<file path="src/core/pwm_osc_consts.vh">
`ifndef PWM_OSC_CONSTS_VH
`define PWM_OSC_CONSTS_VH
// Selection code layout
`define SEL_W 4
`define SEL_INV_BIT 3
// Clamp versions
`define VER_FULL 2'h0
`define VER_BOTH 2'h1
`define VER_LOW_OPEN 2'h2
`define VER_HIGH_OPEN 2'h3
// Duty scale: duty_in is a fraction of 256
`define DUTY_W 8
`define DUTY_LIN_LO 8'h00
`define DUTY_LIN_HI 8'hFF
`define DUTY_CLAMP_LO 8'h0D
`define DUTY_CLAMP_HI 8'hF3
// Start-up and code filter timing in base periods
`define START_PERIODS 500
`define FILT_MULT 16
`define FILT_OFFS 6
// Base oscillator limit
`define BASE_MAX_HZ 1000000
`define SYS_CLK_HZ 50000000
`endif

</file>
<file path="src/core/divided_pwm_oscillator.v">
`timescale 1ns/100ps
`include "pwm_osc_consts.vh"

// Function
// - The 4-bit selection code comes from a quantised divider pin value relative to supply.
// - The top bit of the selection code inverts the PWM waveform before the output.
// - The base rate is divided by 1, 4, 16, 64, 256, 1024, 4096 or 16384 per output period.
// - Codes 0-7 give plain output with rising ratios, codes 8-15 inverted with mirrored ratios.
// - The base oscillator driving divider and PWM runs at no more than 1 MHz.
// - Duty tracks the input linearly and clamps at 5%/95% or reaches 0%/100% per version, except full scale at ratio 16384 gives 0%.
// - The output stops toggling when the rate-set current is too small to clock the oscillator.
// - Once started, a changed code is adopted only after 16*(difference+6) stable base periods, glitch free.
// - After reset the output stays low for 500 base periods before oscillating.
// - Inversion is a plain logic inversion applied after clamping.
module divided_pwm_oscillator #(
  parameter BASE_DIV = 50,
  parameter [1:0] VERSION = `VER_FULL
) (
  // Clock and reset
  input wire sys_clk,
  input wire nrst,
  // Quantised divider pin code, asynchronous
  input wire [`SEL_W-1:0] divider_select_code,
  // Rate-set current valid, asynchronous
  input wire rate_set_current_ok,
  // Duty control, fraction of 256
  input wire [`DUTY_W-1:0] duty_in,
  // Output and state
  output reg pwm_out,
  output wire [`SEL_W-1:0] active_code,
  output wire started
);

  localparam MIN_DIV = `SYS_CLK_HZ / `BASE_MAX_HZ;
  localparam EFF_DIV = (BASE_DIV < MIN_DIV) ? MIN_DIV : BASE_DIV;
  localparam STATE_START = 1'b0;
  localparam STATE_RUN = 1'b1;

  reg [`SEL_W-1:0] code_s1_reg, code_s2_reg, code_s3_reg;
  reg ok_s1_reg, ok_s2_reg, ok_s3_reg, ok_reg;
  reg [`SEL_W-1:0] stable_code_reg;
  reg [`SEL_W-1:0] cand_reg, cand_next;
  reg [`SEL_W-1:0] act_reg;
  reg [9:0] filt_cnt_reg;
  reg [15:0] pre_cnt_reg;
  reg [13:0] per_cnt_reg;
  reg [9:0] start_cnt_reg;
  reg state_reg;
  wire tick;
  wire [3:0] diff;
  wire [31:0] filt_full;
  wire [9:0] filt_target;
  wire [2:0] ratio_idx;
  wire [13:0] per_max;
  reg [`DUTY_W-1:0] duty_c;
  wire [21:0] duty_prod;
  wire raw_high;
  wire period_end;

  // Pin synchronisers, three stages, change taken once stages 2 and 3 agree
  always @(posedge sys_clk) begin
    if (!nrst) begin
      code_s1_reg <= 4'h0;
      code_s2_reg <= 4'h0;
      code_s3_reg <= 4'h0;
      stable_code_reg <= 4'h0;
      ok_s1_reg <= 1'b0;
      ok_s2_reg <= 1'b0;
      ok_s3_reg <= 1'b0;
      ok_reg <= 1'b0;
    end else begin
      code_s1_reg <= divider_select_code;
      code_s2_reg <= code_s1_reg;
      code_s3_reg <= code_s2_reg;
      if (code_s2_reg == code_s3_reg) begin
        stable_code_reg <= code_s3_reg;
      end
      ok_s1_reg <= rate_set_current_ok;
      ok_s2_reg <= ok_s1_reg;
      ok_s3_reg <= ok_s2_reg;
      if (ok_s2_reg == ok_s3_reg) begin
        ok_reg <= ok_s3_reg;
      end
    end
  end

  // Base oscillator enable, stopped without valid rate-set current
  always @(posedge sys_clk) begin
    if (!nrst) begin
      pre_cnt_reg <= 16'h0000;
    end else if (!ok_reg) begin
      pre_cnt_reg <= 16'h0000;
    end else if (pre_cnt_reg == EFF_DIV - 1) begin
      pre_cnt_reg <= 16'h0000;
    end else begin
      pre_cnt_reg <= pre_cnt_reg + 16'h0001;
    end
  end
  assign tick = ok_reg && (pre_cnt_reg == EFF_DIV - 1);

  // Code filter: candidate must hold for 16*(diff+6) base periods
  assign diff = (cand_reg > act_reg) ? (cand_reg - act_reg) : (act_reg - cand_reg);
  // Target peaks at 336 ticks, so ten bits are kept
  assign filt_full = `FILT_MULT * ({28'h0000000, diff} + `FILT_OFFS);
  assign filt_target = filt_full[9:0];

  // Candidate follows the synchronised pins

  always @* begin
    cand_next = cand_reg;
    if (stable_code_reg != cand_reg) begin
      cand_next = stable_code_reg;
    end
  end

  always @(posedge sys_clk) begin
    if (!nrst) begin
      cand_reg <= 4'h0;
      act_reg <= 4'h0;
      filt_cnt_reg <= 10'h000;
      start_cnt_reg <= 10'h000;
      state_reg <= STATE_START;
    end else begin
      cand_reg <= cand_next;
      case (state_reg)
        // Code follows the pins until the output is enabled
        STATE_START: begin
          act_reg <= stable_code_reg;
          if (tick) begin
            if (start_cnt_reg == `START_PERIODS - 1) begin
              state_reg <= STATE_RUN;
            end else begin
              start_cnt_reg <= start_cnt_reg + 10'h001;
            end
          end
        end
        // Intermediate codes restart the count
        // New code switches only at a period end, so no short pulse
        STATE_RUN: begin
          if (cand_next != cand_reg || cand_reg == act_reg) begin
            filt_cnt_reg <= 10'h000;
          end else if (tick) begin
            if (filt_cnt_reg >= filt_target - 10'h001 && period_end) begin
              act_reg <= cand_reg;
              filt_cnt_reg <= 10'h000;
            end else if (filt_cnt_reg < filt_target - 10'h001) begin
              filt_cnt_reg <= filt_cnt_reg + 10'h001;
            end
          end
        end
        default: state_reg <= STATE_START;
      endcase
    end
  end

  // Ratio index mirrored for inverted codes
  assign ratio_idx = act_reg[`SEL_INV_BIT] ? ~act_reg[2:0] : act_reg[2:0];
  assign per_max = ((14'h0001 << {ratio_idx, 1'b0}) - 14'h0001);
  assign period_end = (per_cnt_reg == per_max);

  // Period counter, held at zero until start-up is done
  always @(posedge sys_clk) begin
    if (!nrst) begin
      per_cnt_reg <= 14'h0000;
    end else if (state_reg != STATE_RUN) begin
      per_cnt_reg <= 14'h0000;
    end else if (tick) begin
      per_cnt_reg <= period_end ? 14'h0000 : per_cnt_reg + 14'h0001;
    end
  end

  // Clamp per version
  always @* begin
    duty_c = duty_in;
    case (VERSION)
      `VER_BOTH: begin
        if (duty_in < `DUTY_CLAMP_LO) duty_c = `DUTY_CLAMP_LO;
        if (duty_in > `DUTY_CLAMP_HI) duty_c = `DUTY_CLAMP_HI;
      end
      `VER_LOW_OPEN: begin
        if (duty_in > `DUTY_CLAMP_HI) duty_c = `DUTY_CLAMP_HI;
      end
      `VER_HIGH_OPEN: begin
        if (duty_in < `DUTY_CLAMP_LO) duty_c = `DUTY_CLAMP_LO;
      end
      default: duty_c = duty_in;
    endcase
  end

  // Duty share scaled by the period length, in 1/256 steps
  // Full-scale input means 100% in VER_FULL and VER_HIGH_OPEN but 0% at ratio 16384, as duty_prod wraps; the other versions clamp it to DUTY_CLAMP_HI
  assign duty_prod = (duty_c == `DUTY_LIN_HI && VERSION != `VER_BOTH &&
                      VERSION != `VER_LOW_OPEN) ?
                     {per_max, 8'h00} + 22'h000100 :
                     ({8'h00, per_max} + 22'h000001) * {14'h0000, duty_c};
  assign raw_high = ({per_cnt_reg, 8'h00} < duty_prod);

  // Output register, low through start-up
  // Inversion sits after the clamp
  always @(posedge sys_clk) begin
    if (!nrst) begin
      pwm_out <= 1'b0;
    end else if (state_reg != STATE_RUN) begin
      pwm_out <= 1'b0;
    end else begin
      pwm_out <= raw_high ^ act_reg[`SEL_INV_BIT];
    end
  end

  // Status outputs straight from registers
  assign active_code = act_reg;
  assign started = state_reg;

endmodule

</file>
<file path="config.mk">
export PLATFORM = sky130hd
export DESIGN_NAME = divided_pwm_oscillator
export DESIGN_NICKNAME = d
export VERILOG_FILES = /design/src/core/divided_pwm_oscillator.v
export VERILOG_INCLUDE_DIRS = /design/src /design/src/core
export SDC_FILE = /design/constraint.sdc
export NUM_CORES = 1
export LEC_CHECK = 0
export ABC_AREA = 1
export BUFFER_PORTS_ARGS = -buffer_cell sky130_fd_sc_hd__buf_2
export CAP_MARGIN = 10
export CORE_UTILIZATION = 25
export CTS_CLUSTER_DIAMETER = 100
export CTS_CLUSTER_SIZE = 24
export DETAILED_ROUTE_END_ITERATION = 12
export GPL_ROUTABILITY_DRIVEN = 0
export PLACE_DENSITY_LB_ADDON = 0.25
export SLEW_MARGIN = 15
export SYNTH_ARGS = -nofsm -noshare
export SYNTH_HDL_FRONTEND = slang
export SYNTH_SLANG_ARGS = --single-unit
</file>
<file path="constraint.sdc">
create_clock -name sys_clk -period 7.95 [get_ports sys_clk]
set_input_delay 0.3975 -clock sys_clk [delete_from_list [all_inputs] [get_ports sys_clk]]
set_output_delay 0.3975 -clock sys_clk [all_outputs]
set_load 0.02 [all_outputs]
</file>
==> results by group <==
Floorplanning
  • Horizontal die dimension: 192 um
  • Area of the core region: 35,600 um^2
  • Initial core utilization: 0.254
  • Vertical die dimension: 192 um
  • I/O pins: 21
  • Standard-cell row count: 69
  • Die footprint: 36,800 um^2

STA
  • Total negative setup slack: 0 ns
  • Final Max Slew Viols: 0
  • Unrepaired setup endpoints after global routing: no
  • Post-route minimum period: 7.34 ns
  • Max transition margin: 0.293
  • Number of endpoints failing setup at the final stage: 0
  • Final hold violations: 0
  • Clock Skew: 0.00796 ns
  • Worst slack on hold paths: 0.237 ns
  • Final critical-path setup slack: 0.607 ns
  • Max Freq: 136 MHz
  • Fin crit share: 0.924
  • Transition time of the tightest slew-check pin: 1.05 ns

Clock network
  • TritonCTS clock tree: built
  • H-Tree Level Count: 3
  • Clock root cell: sky130_fd_sc_hd__clkbuf_16
  • Number of CTS-inserted buffers: 9
  • Latest clock arrival within the worst-skew pair: 0.34 ns
  • Clock transition at the register clock pins on the worst setup and hold paths after CTS: 0.06 ns
  • # clock sinks: 80
  • Number of buffers on the longest clock path: 2

Drt
  • Aggregate routed wire length: 24.1 mm
  • Number of nets with antenna violations after detailed routing: 0
  • First-iteration detailed-routing DRC count: 483
  • DRT Pass-1 Iters: 5
  • Per-cell via count in the routed design: 4.47
  • Via count: 8,048
  • Detail-routed net length per standard cell: 13.4 um
  • DR DRC count: 0

Yosys
  • Cell taking the most area after synthesis: sky130_fd_sc_hd__dfxtp_1
  • Yosys warning total: 0
  • Seq cells post-synth: 80
  • Main flop type after synthesis: sky130_fd_sc_hd__dfxtp_1
  • Number of enable flip-flop cells after synthesis: 0
  • Synthesized area divided by synthesized cell count: 6.86 um^2
  • Share of the synthesized area in the top cell type: 0.178
  • Cells after synthesis: 1,314
  • Post-synthesis sequential area ratio: 0.178
  • Distinct cell type count of the synthesized netlist: 47
  • Leading cell types by total area after synthesis: sky130_fd_sc_hd__dfxtp_1, sky130_fd_sc_hd__fa_1, sky130_fd_sc_hd__ha_1, sky130_fd_sc_hd__nand2_1, sky130_fd_sc_hd__inv_1
  • Post-synthesis instance area: 9020 um^2
  • Net count of the mapped netlist: 1,483
  • Fraction of registers with async set/reset: 0

Power and ir drop
  • Combinational group share of total power: 0.709
  • Net Sw Frac: 0.504
  • Power share of the clock group: 0.149
  • Internal cell power: 1460 uW
  • Post-route total power: 2940 uW
  • Leakage: 0.00500 uW
  • Maximum vdd ir drop: 0.205 mV
  • Sequential Power Share: 0.143
  • Pwr per Cell Area: 294 nW/um^2
  • Switching power: 1480 uW

Final layout
  • Area used by multi-input combinational logic: 6420 um^2
  • Antenna diode count: 0
  • Layout fillers: 3,971
  • Max reg flops: 16
  • Layout cells sized above 1: 0.0746
  • Highest-count cells in the layout ignoring fill and taps: sky130_fd_sc_hd__nand2_1, sky130_fd_sc_hd__inv_1, sky130_fd_sc_hd__nor2_1, sky130_fd_sc_hd__ha_1, sky130_fd_sc_hd__dfxtp_1
  • Layout area overhead: 10.9%
  • Post-layout nets: 1,506
  • Seq. cell area: 1610 um^2
  • Most common cell after layout, fill and taps aside: sky130_fd_sc_hd__nand2_1

Critical path
  • Maximum cell stage delay along the critical path: 0.55 ns
  • Cell with the largest stage delay on the worst path: sky130_fd_sc_hd__fa_1
  • CP arrival: 7.58 ns
  • R2R Setup Slk: 0.61 ns
  • Capture instance of the worst register-to-register path: pwm_out$_SDFF_PN0_
  • Reg-to-reg startpoint: active_code[0]$_SDFFE_PN0P_
  • Endpoint kind of the worst setup timing path: flip-flop
  • Crit path required time: 8.19 ns
  • Critical-path maximum fanout: 6
  • Kind of critical path: flip-flop to flip-flop
  • Crit. Startpoint: active_code[0]$_SDFFE_PN0P_
  • Path depth of the worst reg2reg path: 38
  • Critical Path Most Common Cell: sky130_fd_sc_hd__nand2_1
  • Kind of start point of the critical path: flip-flop

Placement
  • Count of input and output buffers: 20
  • Post-DP HPWL: 19.5 mm
  • Worst setup timing slack at the placement stage: 0.269 ns

Global route
  • Wire length of the first global-routing pass: 40.6 mm
  • Number of antenna violations at the first check in global routing: 0
  • Global router's overall resource usage: 0.139
  • Final global-route overflow total: 0
  • Largest net degree at the start of global routing: 46
  • Vias in the first global route: 7,991

Run status
  • Result of the run: finished clean

Min path
  • Sink of the worst hold path: code_s1_reg[0]$_SDFF_PN0_
  • Worst hold path type: primary input to flip-flop
  • Launch instance of the worst min-delay path: divider_select_code[0]
  • Number of instances on the worst hold path: 3

Flow run
  • Max-cap violations: 0
## worst max-delay path: cells and delay by family, from the launching register on
kind / cells / cell delay, ns
adder cells (fa/ha/maj): 8 / 3.27
buffers and inverters: 6 / 0.53
AND/OR/NAND/NOR: 18 / 2.10
XOR/XNOR: 2 / 0.35
flip-flops: 1 / 0.37
AO/OA/AOI/OAI: 4 / 0.60
## final cells by class
| cell class | instances | share of cell area |
|---|---|---|
| clock buffers | 11 | 0.0233 |
| clock inverters | 3 | 0.00688 |
| flip-flops and latches | 80 | 0.161 |
| inverters | 243 | 0.0917 |
| multi-input cells | 973 | 0.642 |
| well taps | 461 | 0.0577 |
| repair buffers | 30 | 0.0175 |
## layer usage
metal / wire, um / vias to the layer above / GRT usage
met5: 0 / - / 0
met4: 351 / 0 / 0.0327
met3: 536 / 23 / 0.0132
met2: 11200 / 106 / 0.237
met1: 12000 / 3773 / 0.188
li1: - / 4146 / -
## through the flow
step                 util  instances  area (um^2)
detailed placement  0.272       1787         9680
finish              0.281       1801        10000
CTS                 0.281       1801         9980
floorplan               -       1314         9020
global placement    0.272       1787         9680
global route        0.281       1801        10000
## synth_stat cells, types with 5 or more instances
cell                       count
sky130_fd_sc_hd__nand2_4       7
sky130_fd_sc_hd__inv_2         5
sky130_fd_sc_hd__nand4_1      22
sky130_fd_sc_hd__xnor2_1      12
sky130_fd_sc_hd__clkbuf_1     11
sky130_fd_sc_hd__nor3_1       33
sky130_fd_sc_hd__nor4_1        5
sky130_fd_sc_hd__dfxtp_1      80
sky130_fd_sc_hd__fa_1         72
sky130_fd_sc_hd__nand2_1     265
sky130_fd_sc_hd__xor2_1       30
sky130_fd_sc_hd__nor2_1      198
sky130_fd_sc_hd__nand3_1      75
sky130_fd_sc_hd__ha_1         82
sky130_fd_sc_hd__or2_2         8
sky130_fd_sc_hd__a21oi_1      63
sky130_fd_sc_hd__nand2_2      17
sky130_fd_sc_hd__o21ai_0      40
sky130_fd_sc_hd__inv_1       234
## cells by family after synthesis
| logic type | Yosys count | share of synthesized area |
|---|---|---|
| AO/OA/AOI/OAI | 124 | 0.0749 |
| XOR/XNOR | 43 | 0.0426 |
| flip-flops | 80 | 0.178 |
| AND/OR/NAND/NOR | 650 | 0.317 |
| multiplexers | 1 | 0.00111 |
| buffers and inverters | 261 | 0.112 |
| adder cells (fa/ha/maj) | 155 | 0.275 |
## power by group through the flow
stage | clock network (uW) | registers [uW] | logic [uW]
final | 436 | 419 | 2080
after CTS | 452 | 419 | 2090
after detailed placement | 0 | 428 | 2060
after global routing | 468 | 420 | 2450
after global placement | 0 | 428 | 2060
after floorplan | 0 | 425 | 1550
## worst max path at each step
stage / end / cells after the start / slack [ns]
floorplan: pwm_out$_SDFF_PN0_ / 36 / 0.77
global placement: pwm_out$_SDFF_PN0_ / 34 / 0.37
detailed placement: pwm_out$_SDFF_PN0_ / 37 / 0.27
CTS: pwm_out$_SDFF_PN0_ / 37 / 0.25
global route: pwm_out$_SDFF_PN0_ / 35 / 0.01
finish: pwm_out$_SDFF_PN0_ / 38 / 0.61
## what timing repair did
item,in CTS,in global routing
gates resized for setup,0,10
hold buffers,0,0
buffers inserted,0,0
setup endpoints to repair,0,1
No activity file was read; power rests on OpenSTA's default activity.
